===== config.mk =====
export PLATFORM = sky130hd
export DESIGN_NAME = drive_param_reply_framer
export DESIGN_NICKNAME = d
export VERILOG_FILES = /design/src/reply_framer_pkg.sv /design/src/drive_param_reply_framer.sv /design/src/alarm_history.sv /design/src/char_buffer.sv
export VERILOG_INCLUDE_DIRS = /design/src
export SDC_FILE = /design/constraint.sdc
export NUM_CORES = 1
export LEC_CHECK = 0
export ABC_AREA = 1
export BUFFER_PORTS_ARGS = -buffer_cell sky130_fd_sc_hd__buf_2
export CORE_MARGIN = 5
export CORE_UTILIZATION = 40
export CTS_CLUSTER_DIAMETER = 30
export DETAILED_ROUTE_END_ITERATION = 8
export GPL_TIMING_DRIVEN = 0
export PLACE_DENSITY = 0.67
export SYNTH_ARGS = -nofsm -noshare
export SYNTH_HDL_FRONTEND = slang
export SYNTH_SLANG_ARGS = --single-unit

===== constraint.sdc =====
create_clock -name clk -period 15.5 [get_ports clk]
set_clock_uncertainty 0.1 [all_clocks]
set_input_delay 2.325 -clock clk [delete_from_list [all_inputs] [get_ports clk]]
set_output_delay 2.325 -clock clk [all_outputs]
set_load 0.02 [all_outputs]

===== src/reply_framer_consts.svh =====
// Constants for the parameter reply framer
`ifndef REPLY_FRAMER_CONSTS_SVH
`define REPLY_FRAMER_CONSTS_SVH
`define RF_CHAR_HEAD_P   7'h50
`define RF_CHAR_COMMA    7'h2c
`define RF_CHAR_CR       7'h0d
`define RF_CHAR_ZERO     7'h30
`define RF_STAT_REV      4'h1
`define RF_STAT_FWD      4'h2
`define RF_STAT_STOP     4'h3
`define RF_TYPE_MAX      5'h16
`define RF_ALARM_DIGITS  3'h4
`define RF_LEN_SHORT     5'h17
`define RF_LEN_LONG      5'h18
`endif


===== src/reply_framer_pkg.sv =====
// Types shared by the parameter reply framer files
package reply_framer_pkg;
  typedef struct packed {
    logic [6:0]  unit;
    logic [9:0]  param;
  } read_req_t;
  typedef struct packed {
    logic [4:0]  type_code;
    logic [15:0] value;
  } param_data_t;
  typedef struct packed {
    logic [1:0]  dir;
    logic [15:0] alarms;
  } drive_state_t;
  typedef enum logic [1:0] {
    RUN_STOP = 2'b00,
    RUN_FWD  = 2'b01,
    RUN_REV  = 2'b10
  } run_t;
  typedef enum logic [1:0] {
    ST_IDLE  = 2'b00,
    ST_FETCH = 2'b01,
    ST_BUILD = 2'b10,
    ST_SEND  = 2'b11
  } frame_state_t;
endpackage : reply_framer_pkg


===== src/drive_param_reply_framer.sv =====
// Reply string builder for parameter reads on the serial link
`timescale 1ns/100ps
`include "reply_framer_consts.svh"

module drive_param_reply_framer #(
  parameter int PARAM_W = 10
) (
  // Clock, reset, enable
  input  wire logic                         clk,
  input  wire logic                         sys_rst,
  input  wire logic                         clk_en,
  // Configuration from the station number and protocol select settings
  input  wire logic [6:0]                   station_number_setting,
  input  wire logic                         protocol_select,
  // Parsed read command
  input  wire logic                         req_valid,
  input  wire reply_framer_pkg::read_req_t  req,
  output logic                              req_ready_q,
  // Parameter store lookup
  output logic                              fetch_q,
  output logic [PARAM_W-1:0]                fetch_param_q,
  input  wire logic                         data_valid,
  input  wire reply_framer_pkg::param_data_t data,
  // Drive state and alarm feed
  input  wire reply_framer_pkg::run_t       run_state,
  input  wire logic                         alarm_valid,
  input  wire logic [3:0]                   alarm_code,
  // Character stream to the transmitter
  output logic                              tx_valid_q,
  output logic [6:0]                        tx_char_q,
  input  wire logic                         tx_ready,
  output logic                              busy_q
);
  reply_framer_pkg::frame_state_t state_q;
  logic [15:0] alarms;
  logic [6:0]  line_q [25];
  logic [4:0]  len_q;
  logic [4:0]  idx_q;
  logic        buf_ready;
  logic        buf_valid;
  logic [6:0]  buf_data;
  logic        push;
  logic        long_q;

  alarm_history u_hist (
    .clk         (clk),
    .sys_rst     (sys_rst),
    .clk_en      (clk_en),
    .alarm_valid (alarm_valid),
    .alarm_code  (alarm_code),
    .history_q   (alarms)
  );

  // Digit n (0 = units) of a binary value as an ASCII character
  function automatic logic [6:0] dig(input logic [16:0] v, input logic [2:0] n);
    logic [16:0] t;
    t = v;
    for (int i = 0; i < 5; i++) begin
      if (3'(i) < n) begin
        t = t / 17'd10;
      end
    end
    return `RF_CHAR_ZERO + 7'(t % 17'd10);
  endfunction : dig

  function automatic logic [6:0] bcd(input logic [3:0] d);
    return `RF_CHAR_ZERO + {3'h0, d};
  endfunction : bcd

  function automatic logic [4:0] clamp_type(input logic [4:0] t);
    return (t > `RF_TYPE_MAX) ? `RF_TYPE_MAX : t;
  endfunction : clamp_type

  // Range trimming per type so out-of-range stored bits never leak out
  function automatic logic [15:0] trim(input logic [4:0] t, input logic [15:0] v);
    logic [15:0] lim;
    lim = 16'hffff;
    unique case (t)
      5'h03, 5'h04, 5'h05, 5'h0c, 5'h0d, 5'h0e: lim = 16'h00ff;
      5'h06, 5'h0f, 5'h14, 5'h15, 5'h16:        lim = 16'h0001;
      5'h10:                                    lim = 16'h000f;
      5'h11:                                    lim = 16'h0007;
      5'h12:                                    lim = 16'h0003;
      5'h13:                                    lim = 16'h03ff;
      default:                                  lim = 16'hffff;
    endcase
    return (v > lim) ? lim : v;
  endfunction : trim

  function automatic logic [3:0] status_digit(input reply_framer_pkg::run_t r);
    unique case (r)
      reply_framer_pkg::RUN_REV: return `RF_STAT_REV;
      reply_framer_pkg::RUN_FWD: return `RF_STAT_FWD;
      default:                   return `RF_STAT_STOP;
    endcase
  endfunction : status_digit

  // Sequencer
  always_ff @(posedge clk) begin
    if (sys_rst) begin
      state_q <= reply_framer_pkg::ST_IDLE;
    end else if (clk_en) begin
      unique case (state_q)
        reply_framer_pkg::ST_IDLE:
          if (req_valid && req.unit == station_number_setting) begin
            state_q <= reply_framer_pkg::ST_FETCH;
          end
        reply_framer_pkg::ST_FETCH:
          if (data_valid) begin
            state_q <= reply_framer_pkg::ST_BUILD;
          end
        reply_framer_pkg::ST_BUILD:
          state_q <= reply_framer_pkg::ST_SEND;
        reply_framer_pkg::ST_SEND:
          if (push && idx_q == len_q - 5'h1) begin
            state_q <= reply_framer_pkg::ST_IDLE;
          end
      endcase
    end
  end

  // Request acceptance, mismatched ids are consumed silently
  always_ff @(posedge clk) begin
    if (sys_rst) begin
      req_ready_q   <= 1'b0;
      fetch_q       <= 1'b0;
      fetch_param_q <= '0;
      long_q        <= 1'b0;
    end else if (clk_en) begin
      req_ready_q <= (state_q == reply_framer_pkg::ST_IDLE) && req_valid && !req_ready_q;
      fetch_q     <= 1'b0;
      if (state_q == reply_framer_pkg::ST_IDLE && req_valid
          && req.unit == station_number_setting) begin
        fetch_q       <= 1'b1;
        fetch_param_q <= PARAM_W'(req.param);
        long_q        <= protocol_select;
      end
    end
  end

  // Line image: P,uu,nn(n),tt,ddddd,s,aaaa CR, all fields zero padded
  always_ff @(posedge clk) begin
    if (clk_en && state_q == reply_framer_pkg::ST_FETCH && data_valid) begin
      logic [4:0]  p;
      logic [4:0]  tc;
      logic [15:0] v;
      p  = 5'h0;
      tc = clamp_type(data.type_code);
      v  = trim(tc, data.value); // 16-bit value trimmed to the type's limit, host applies sign
      line_q[0] <= `RF_CHAR_HEAD_P;
      line_q[1] <= `RF_CHAR_COMMA;
      line_q[2] <= dig({10'h0, station_number_setting}, 3'h1);
      line_q[3] <= dig({10'h0, station_number_setting}, 3'h0);
      line_q[4] <= `RF_CHAR_COMMA;
      if (long_q) begin
        line_q[5] <= dig({7'h0, fetch_param_q}, 3'h2);
        p = 5'h1;
      end
      line_q[5+p] <= dig({7'h0, fetch_param_q}, 3'h1);
      line_q[6+p] <= dig({7'h0, fetch_param_q}, 3'h0);
      line_q[7+p] <= `RF_CHAR_COMMA;
      line_q[8+p] <= dig({12'h0, tc}, 3'h1);
      line_q[9+p] <= dig({12'h0, tc}, 3'h0);
      line_q[10+p] <= `RF_CHAR_COMMA;
      for (int i = 0; i < 5; i++) begin
        line_q[11+p+5'(i)] <= dig({1'b0, v}, 3'(4 - i));
      end
      line_q[16+p] <= `RF_CHAR_COMMA;
      line_q[17+p] <= bcd(status_digit(run_state));
      line_q[18+p] <= `RF_CHAR_COMMA;
      for (int i = 0; i < 4; i++) begin
        line_q[19+p+5'(i)] <= bcd(alarms[15-4*i -: 4]);
      end
      line_q[23+p] <= `RF_CHAR_CR;
      len_q <= long_q ? (`RF_LEN_LONG + 5'h1) : (`RF_LEN_SHORT + 5'h1);
    end
  end

  // Character index
  assign push = (state_q == reply_framer_pkg::ST_SEND) && buf_ready;

  always_ff @(posedge clk) begin
    if (sys_rst) begin
      idx_q <= 5'h0;
    end else if (clk_en) begin
      if (state_q != reply_framer_pkg::ST_SEND) begin
        idx_q <= 5'h0;
      end else if (push) begin
        idx_q <= idx_q + 5'h1;
      end
    end
  end

  char_buffer #(.WIDTH(7)) u_buf (
    .clk       (clk),
    .sys_rst   (sys_rst),
    .clk_en    (clk_en),
    .in_valid  (push),
    .in_data   (line_q[idx_q]),
    .in_ready  (buf_ready),
    .out_valid (buf_valid),
    .out_data  (buf_data),
    .out_ready (!tx_valid_q || tx_ready)
  );

  // Output register; the UART adds parity and stop bits per baud code
  always_ff @(posedge clk) begin
    if (sys_rst) begin
      tx_valid_q <= 1'b0;
      tx_char_q  <= 7'h00;
      busy_q     <= 1'b0;
    end else if (clk_en) begin
      busy_q <= (state_q != reply_framer_pkg::ST_IDLE) || buf_valid;
      if (!tx_valid_q || tx_ready) begin
        tx_valid_q <= buf_valid;
        tx_char_q  <= buf_data;
      end
    end
  end

  property p_no_spontaneous;
    @(posedge clk) disable iff (sys_rst)
      (state_q == reply_framer_pkg::ST_IDLE && !(req_valid && req.unit == station_number_setting))
        |=> state_q == reply_framer_pkg::ST_IDLE;
  endproperty
  a_no_spontaneous: assert property (p_no_spontaneous)
    else $error("reply started without a matching read");
  // The path is empty before a reply starts, so a rising valid always carries the head
  property p_head;
    @(posedge clk) disable iff (sys_rst)
      $rose(tx_valid_q) |-> tx_char_q == 7'h50;
  endproperty
  a_head: assert property (p_head) else $error("first character sent is not P");
  property p_first_char;
    @(posedge clk) disable iff (sys_rst)
      (state_q == reply_framer_pkg::ST_SEND && idx_q == 5'h0 && push) |-> line_q[0] == 7'h50;
  endproperty
  a_first_char: assert property (p_first_char) else $error("reply does not open with P");
  property p_unit;
    @(posedge clk) disable iff (sys_rst)
      (state_q == reply_framer_pkg::ST_SEND) |-> line_q[2] == dig({10'h0, station_number_setting}, 3'h1);
  endproperty
  a_unit: assert property (p_unit) else $error("unit id digit wrong");
  property p_len;
    @(posedge clk) disable iff (sys_rst)
      (state_q == reply_framer_pkg::ST_SEND) |-> len_q == (long_q ? 5'd25 : 5'd24);
  endproperty
  a_len: assert property (p_len) else $error("reply length wrong");
  property p_cr_last;
    @(posedge clk) disable iff (sys_rst)
      (push && idx_q == len_q - 5'h1) |-> line_q[idx_q] == 7'h0d;
  endproperty
  a_cr_last: assert property (p_cr_last) else $error("reply not ended by CR");
  property p_silent;
    @(posedge clk) disable iff (sys_rst)
      (state_q == reply_framer_pkg::ST_IDLE && req_valid && req.unit != station_number_setting)
        |=> !fetch_q;
  endproperty
  a_silent: assert property (p_silent) else $error("fetch for foreign unit");
  property p_fetch;
    @(posedge clk) disable iff (sys_rst)
      (clk_en && state_q == reply_framer_pkg::ST_IDLE && req_valid
       && req.unit == station_number_setting) |=> fetch_q && state_q == reply_framer_pkg::ST_FETCH;
  endproperty
  a_fetch: assert property (p_fetch) else $error("read not answered");
  property p_ascii;
    @(posedge clk) disable iff (sys_rst)
      tx_valid_q |-> (tx_char_q == 7'h0d || tx_char_q == 7'h2c || tx_char_q == 7'h50
                      || (tx_char_q >= 7'h30 && tx_char_q <= 7'h39));
  endproperty
  a_ascii: assert property (p_ascii) else $error("non reply character sent");
  property p_hold;
    @(posedge clk) disable iff (sys_rst)
      tx_valid_q && !tx_ready |=> tx_valid_q && $stable(tx_char_q);
  endproperty
  a_hold: assert property (p_hold) else $error("stalled character lost");
  property p_status;
    @(posedge clk) disable iff (sys_rst)
      (state_q == reply_framer_pkg::ST_SEND)
        |-> line_q[17+long_q] inside {7'h31, 7'h32, 7'h33};
  endproperty
  a_status: assert property (p_status) else $error("status digit out of range");
  c_short: cover property (@(posedge clk) $fell(busy_q) && !long_q);
  c_long: cover property (@(posedge clk) $fell(busy_q) && long_q);
  c_stall: cover property (@(posedge clk) tx_valid_q && !tx_ready && buf_valid);
  c_foreign: cover property (@(posedge clk) req_ready_q && !fetch_q);
endmodule : drive_param_reply_framer


===== src/alarm_history.sv =====
// Four-deep alarm history, oldest entry in the top digit
`timescale 1ns/100ps
module alarm_history (
  // Clock and reset
  input  wire logic        clk,
  input  wire logic        sys_rst,
  input  wire logic        clk_en,
  // New alarm
  input  wire logic        alarm_valid,
  input  wire logic [3:0]  alarm_code,
  // History, one BCD digit per entry
  output logic [15:0] history_q
);
  always_ff @(posedge clk) begin
    if (sys_rst) begin
      history_q <= 16'h0000;
    end else if (clk_en && alarm_valid) begin
      history_q <= {history_q[11:0], alarm_code};
    end
  end
endmodule : alarm_history


===== src/char_buffer.sv =====
// Two-entry skid buffer for outgoing characters
`timescale 1ns/100ps
module char_buffer #(
  parameter int WIDTH = 7
) (
  // Clock and reset
  input  wire logic             clk,
  input  wire logic             sys_rst,
  input  wire logic             clk_en,
  // Fill side
  input  wire logic             in_valid,
  input  wire logic [WIDTH-1:0] in_data,
  output logic                  in_ready,
  // Drain side
  output logic                  out_valid,
  output logic [WIDTH-1:0]      out_data,
  input  wire logic             out_ready
);
  logic [WIDTH-1:0] mem_q [2];
  logic             rd_q;
  logic             wr_q;
  logic [1:0]       cnt_q;
  logic             push;
  logic             pop;

  assign push      = in_valid && (cnt_q != 2'h2);
  assign pop       = out_ready && (cnt_q != 2'h0);
  assign in_ready  = (cnt_q != 2'h2);
  assign out_valid = (cnt_q != 2'h0);
  assign out_data  = mem_q[rd_q];

  always_ff @(posedge clk) begin
    if (clk_en && push) begin
      mem_q[wr_q] <= in_data;
    end
  end

  always_ff @(posedge clk) begin
    if (sys_rst) begin
      rd_q  <= 1'b0;
      wr_q  <= 1'b0;
      cnt_q <= 2'h0;
    end else if (clk_en) begin
      if (push) begin
        wr_q <= ~wr_q;
      end
      if (pop) begin
        rd_q <= ~rd_q;
      end
      cnt_q <= cnt_q + {1'b0, push} - {1'b0, pop};
    end
  end
endmodule : char_buffer


==> out/metrics.yaml <==
firstDrtPassIters: 6
core_um2: 36700
min_path_type: "flop to flop"
cp-end-kind: "flop"
cts.root.buffer_cell: "clkbuf_16"
cts.path.max_buffers: 3
htree_levels: 2
cts-buffers-inserted: 36
grt.overflow.total: 0
timing.slew.headroom: 0.118
avgSynthCellArea_um2: 7.55
grt_use_total: 0.182
tightest_slew_ns: 1.32
rsz0062_at_grt: "no"
synth_seq_area_share: 0.364
hpwl_um: 29500
finalMaxSlewViolations: 0
grt_pass1_vias: 12800
cts_tree: "built"
tns_ns: 0
period_minus_slack_ns: 14.20
vias: 13600
max_freq_mhz: 70.4
path_buf_inv: 16
drive_gt1_frac: 0.170
layout_common_cells: "nand2_1 (401), inv_1 (232), nor2_1 (177), o21ai_0 (175), edfxtp_1 (140)"
nFillCells: 3513
die_h_um: 203
multi_input_area_um2: 8110
cp.required_ns: 15.65
area_growth_pct: 14.7
max-cap-violations: 0
layout.nets: 2215
wirelength_um: 38900
synth-async-reset-ratio: 0
cp_top_family: "simple AND/OR/NAND/NOR gates"
drt_iter0_drc: 1163
antenna_found_initial: 0
synth_flop_cell: "edfxtp_1"
synth_warnings: 0
cpMostUsedCell: "nand2_1"
cp_data_arrival_time_ns: 14.35
synth_cell_types: 77
place_congestion: 0.918
clk_pin_slew_worst_paths_ns: 0.06
crit_slowest_cell: "ha_1"
drc: 0
synthTopCellsByArea: "edfxtp_1 (28%), nand2_1 (10%), dfxtp_1 (8.2%)"
grt_pass1_wl_um: 63000
ios: 80
synth_area_leader_cell: "edfxtp_1"
status: "completed"
syn-cell-area_um2: 14900
antenna_left: 0
setup_viol: 0
hold_violations: 0
wl_per_cell_um: 15.1
crit_path_max_incr_delay_ns: 0.41
ff2ff_setup_slack_ns: 6.13
die_x_um: 203
syn_nets: 2100
synth_top_area_frac: 0.282
path_max_fanout: 10
regArea_um2: 5430
cts_sinks: 201
clkLatencyLatePin_ns: 0.51
initial_core_util: 0.406
synthCells: 1971
placementRows: 70
crit_type: "input pin to flop"
final_common_cell: "nand2_1"
antennaDiodeCount: 0
synth_edf_count: 140
synth-seq-cells: 201
dieArea_um2: 41200
timing.final.crit_share: 0.916
grt_max_degree: 79
worstSetupStartpointType: "input pin"
viasPerCell: 5.27
portBuffers: 76
## timing repair
item	4_1_cts	5_1_grt
gates resized for setup	0	1
endpoints found under the setup margin	0	2
hold buffers	0	0
buffers inserted	0	0
## metrics by stage
step / util / setup slack (ns) / hold WS, ns / cell area (µm²) / cells
2_1_floorplan: - / 2.92 / 0.329 / 14900 / 1971
3_3_place_gp: 0.432 / 1.09 / 0.342 / 15900 / 2515
3_5_place_dp: 0.433 / 0.785 / 0.347 / 15900 / 2516
4_1_cts: 0.465 / 1.24 / 0.354 / 17100 / 2579
5_1_grt: 0.465 / 0.0214 / 0.400 / 17100 / 2579
6_report: 0.465 / 1.30 / 0.352 / 17100 / 2579
## kinds of logic (layout without fill, tap and decap cells)
group,after synthesis,count (layout),synth area share
buffers and inverters,343,483,0.0911
DFF,201,201,0.364
xor gates and xnor gates,60,60,0.0371
and+or+nand+nor,911,911,0.293
other,2,2,0.000505
muxes,2,2,0.00135
AOI/OAI and AO/OA,382,382,0.154
adders and majority gates,70,70,0.0588
## worst paths after layout
| path | from | to | cells after the start |
|---|---|---|---|
| min reg2reg | line_q[23][2] | line_q[23][2] | 2 |
| min | line_q[23][2] | line_q[23][2] | 2 |
| max | data[19] | line_q[12][6] | 99 |
| max reg2reg | fetch_param_q[8] | line_q[7][6] | 64 |
## area by class of cell
type                    instances  area share
inverters                     285      0.0632
clock buffers                  42      0.0572
repair buffers                 77      0.0239
clock inverters                21      0.0124
flip-flops and latches        201       0.318
plain buffers                  58      0.0163
multi-input cells            1427       0.475
well taps                     468      0.0343
## worst register-to-register path: cells and delay by family, from the launching register on
family / cells / cell delay (ns)
buffers and inverters: 17 / 1.48
xor gates and xnor gates: 6 / 1.42
AOI/OAI and AO/OA: 10 / 2.01
DFF: 1 / 0.43
and+or+nand+nor: 27 / 2.88
adders and majority gates: 4 / 0.73
## synth_stat cells (6+ instances only)
cell type,number
nor3_1,23
o22ai_1,21
nand2_1,401
inv_1,233
clkinv_1,6
nand4_1,17
nand3_1,134
o21ai_1,16
clkbuf_1,44
nor2_2,11
inv_2,42
o211ai_1,14
nand2_2,70
xnor2_1,10
or2_2,16
edfxtp_1,140
nand3_2,16
nand2_4,22
xor2_1,48
a21oi_1,69
a31oi_1,14
ha_1,70
nor2_1,177
o21ai_0,175
a221oi_1,15
dfxtp_1,61
## registers in the layout (all words and copies together) (netlist names), 2 cells and up, named ones only
register          flops
idx_q                 5
tx_char_q             7
u_buf.mem_q          14
u_hist.history_q     16
state_q               2
fetch_param_q        10
line_q              132
u_buf.cnt_q           2
## layer usage
layer | up-vias | global-route usage | wire [µm]
li1 | 6811 | - | -
met1 | 6303 | 0.234 | 16600
met2 | 420 | 0.326 | 19200
met3 | 70 | 0.0220 | 2330
met4 | 0 | 0.0461 | 816
met5 | - | 0 | 0
Power is not shown: default switching activity piles up to over one toggle a cycle in this logic, so the estimate is an artifact.
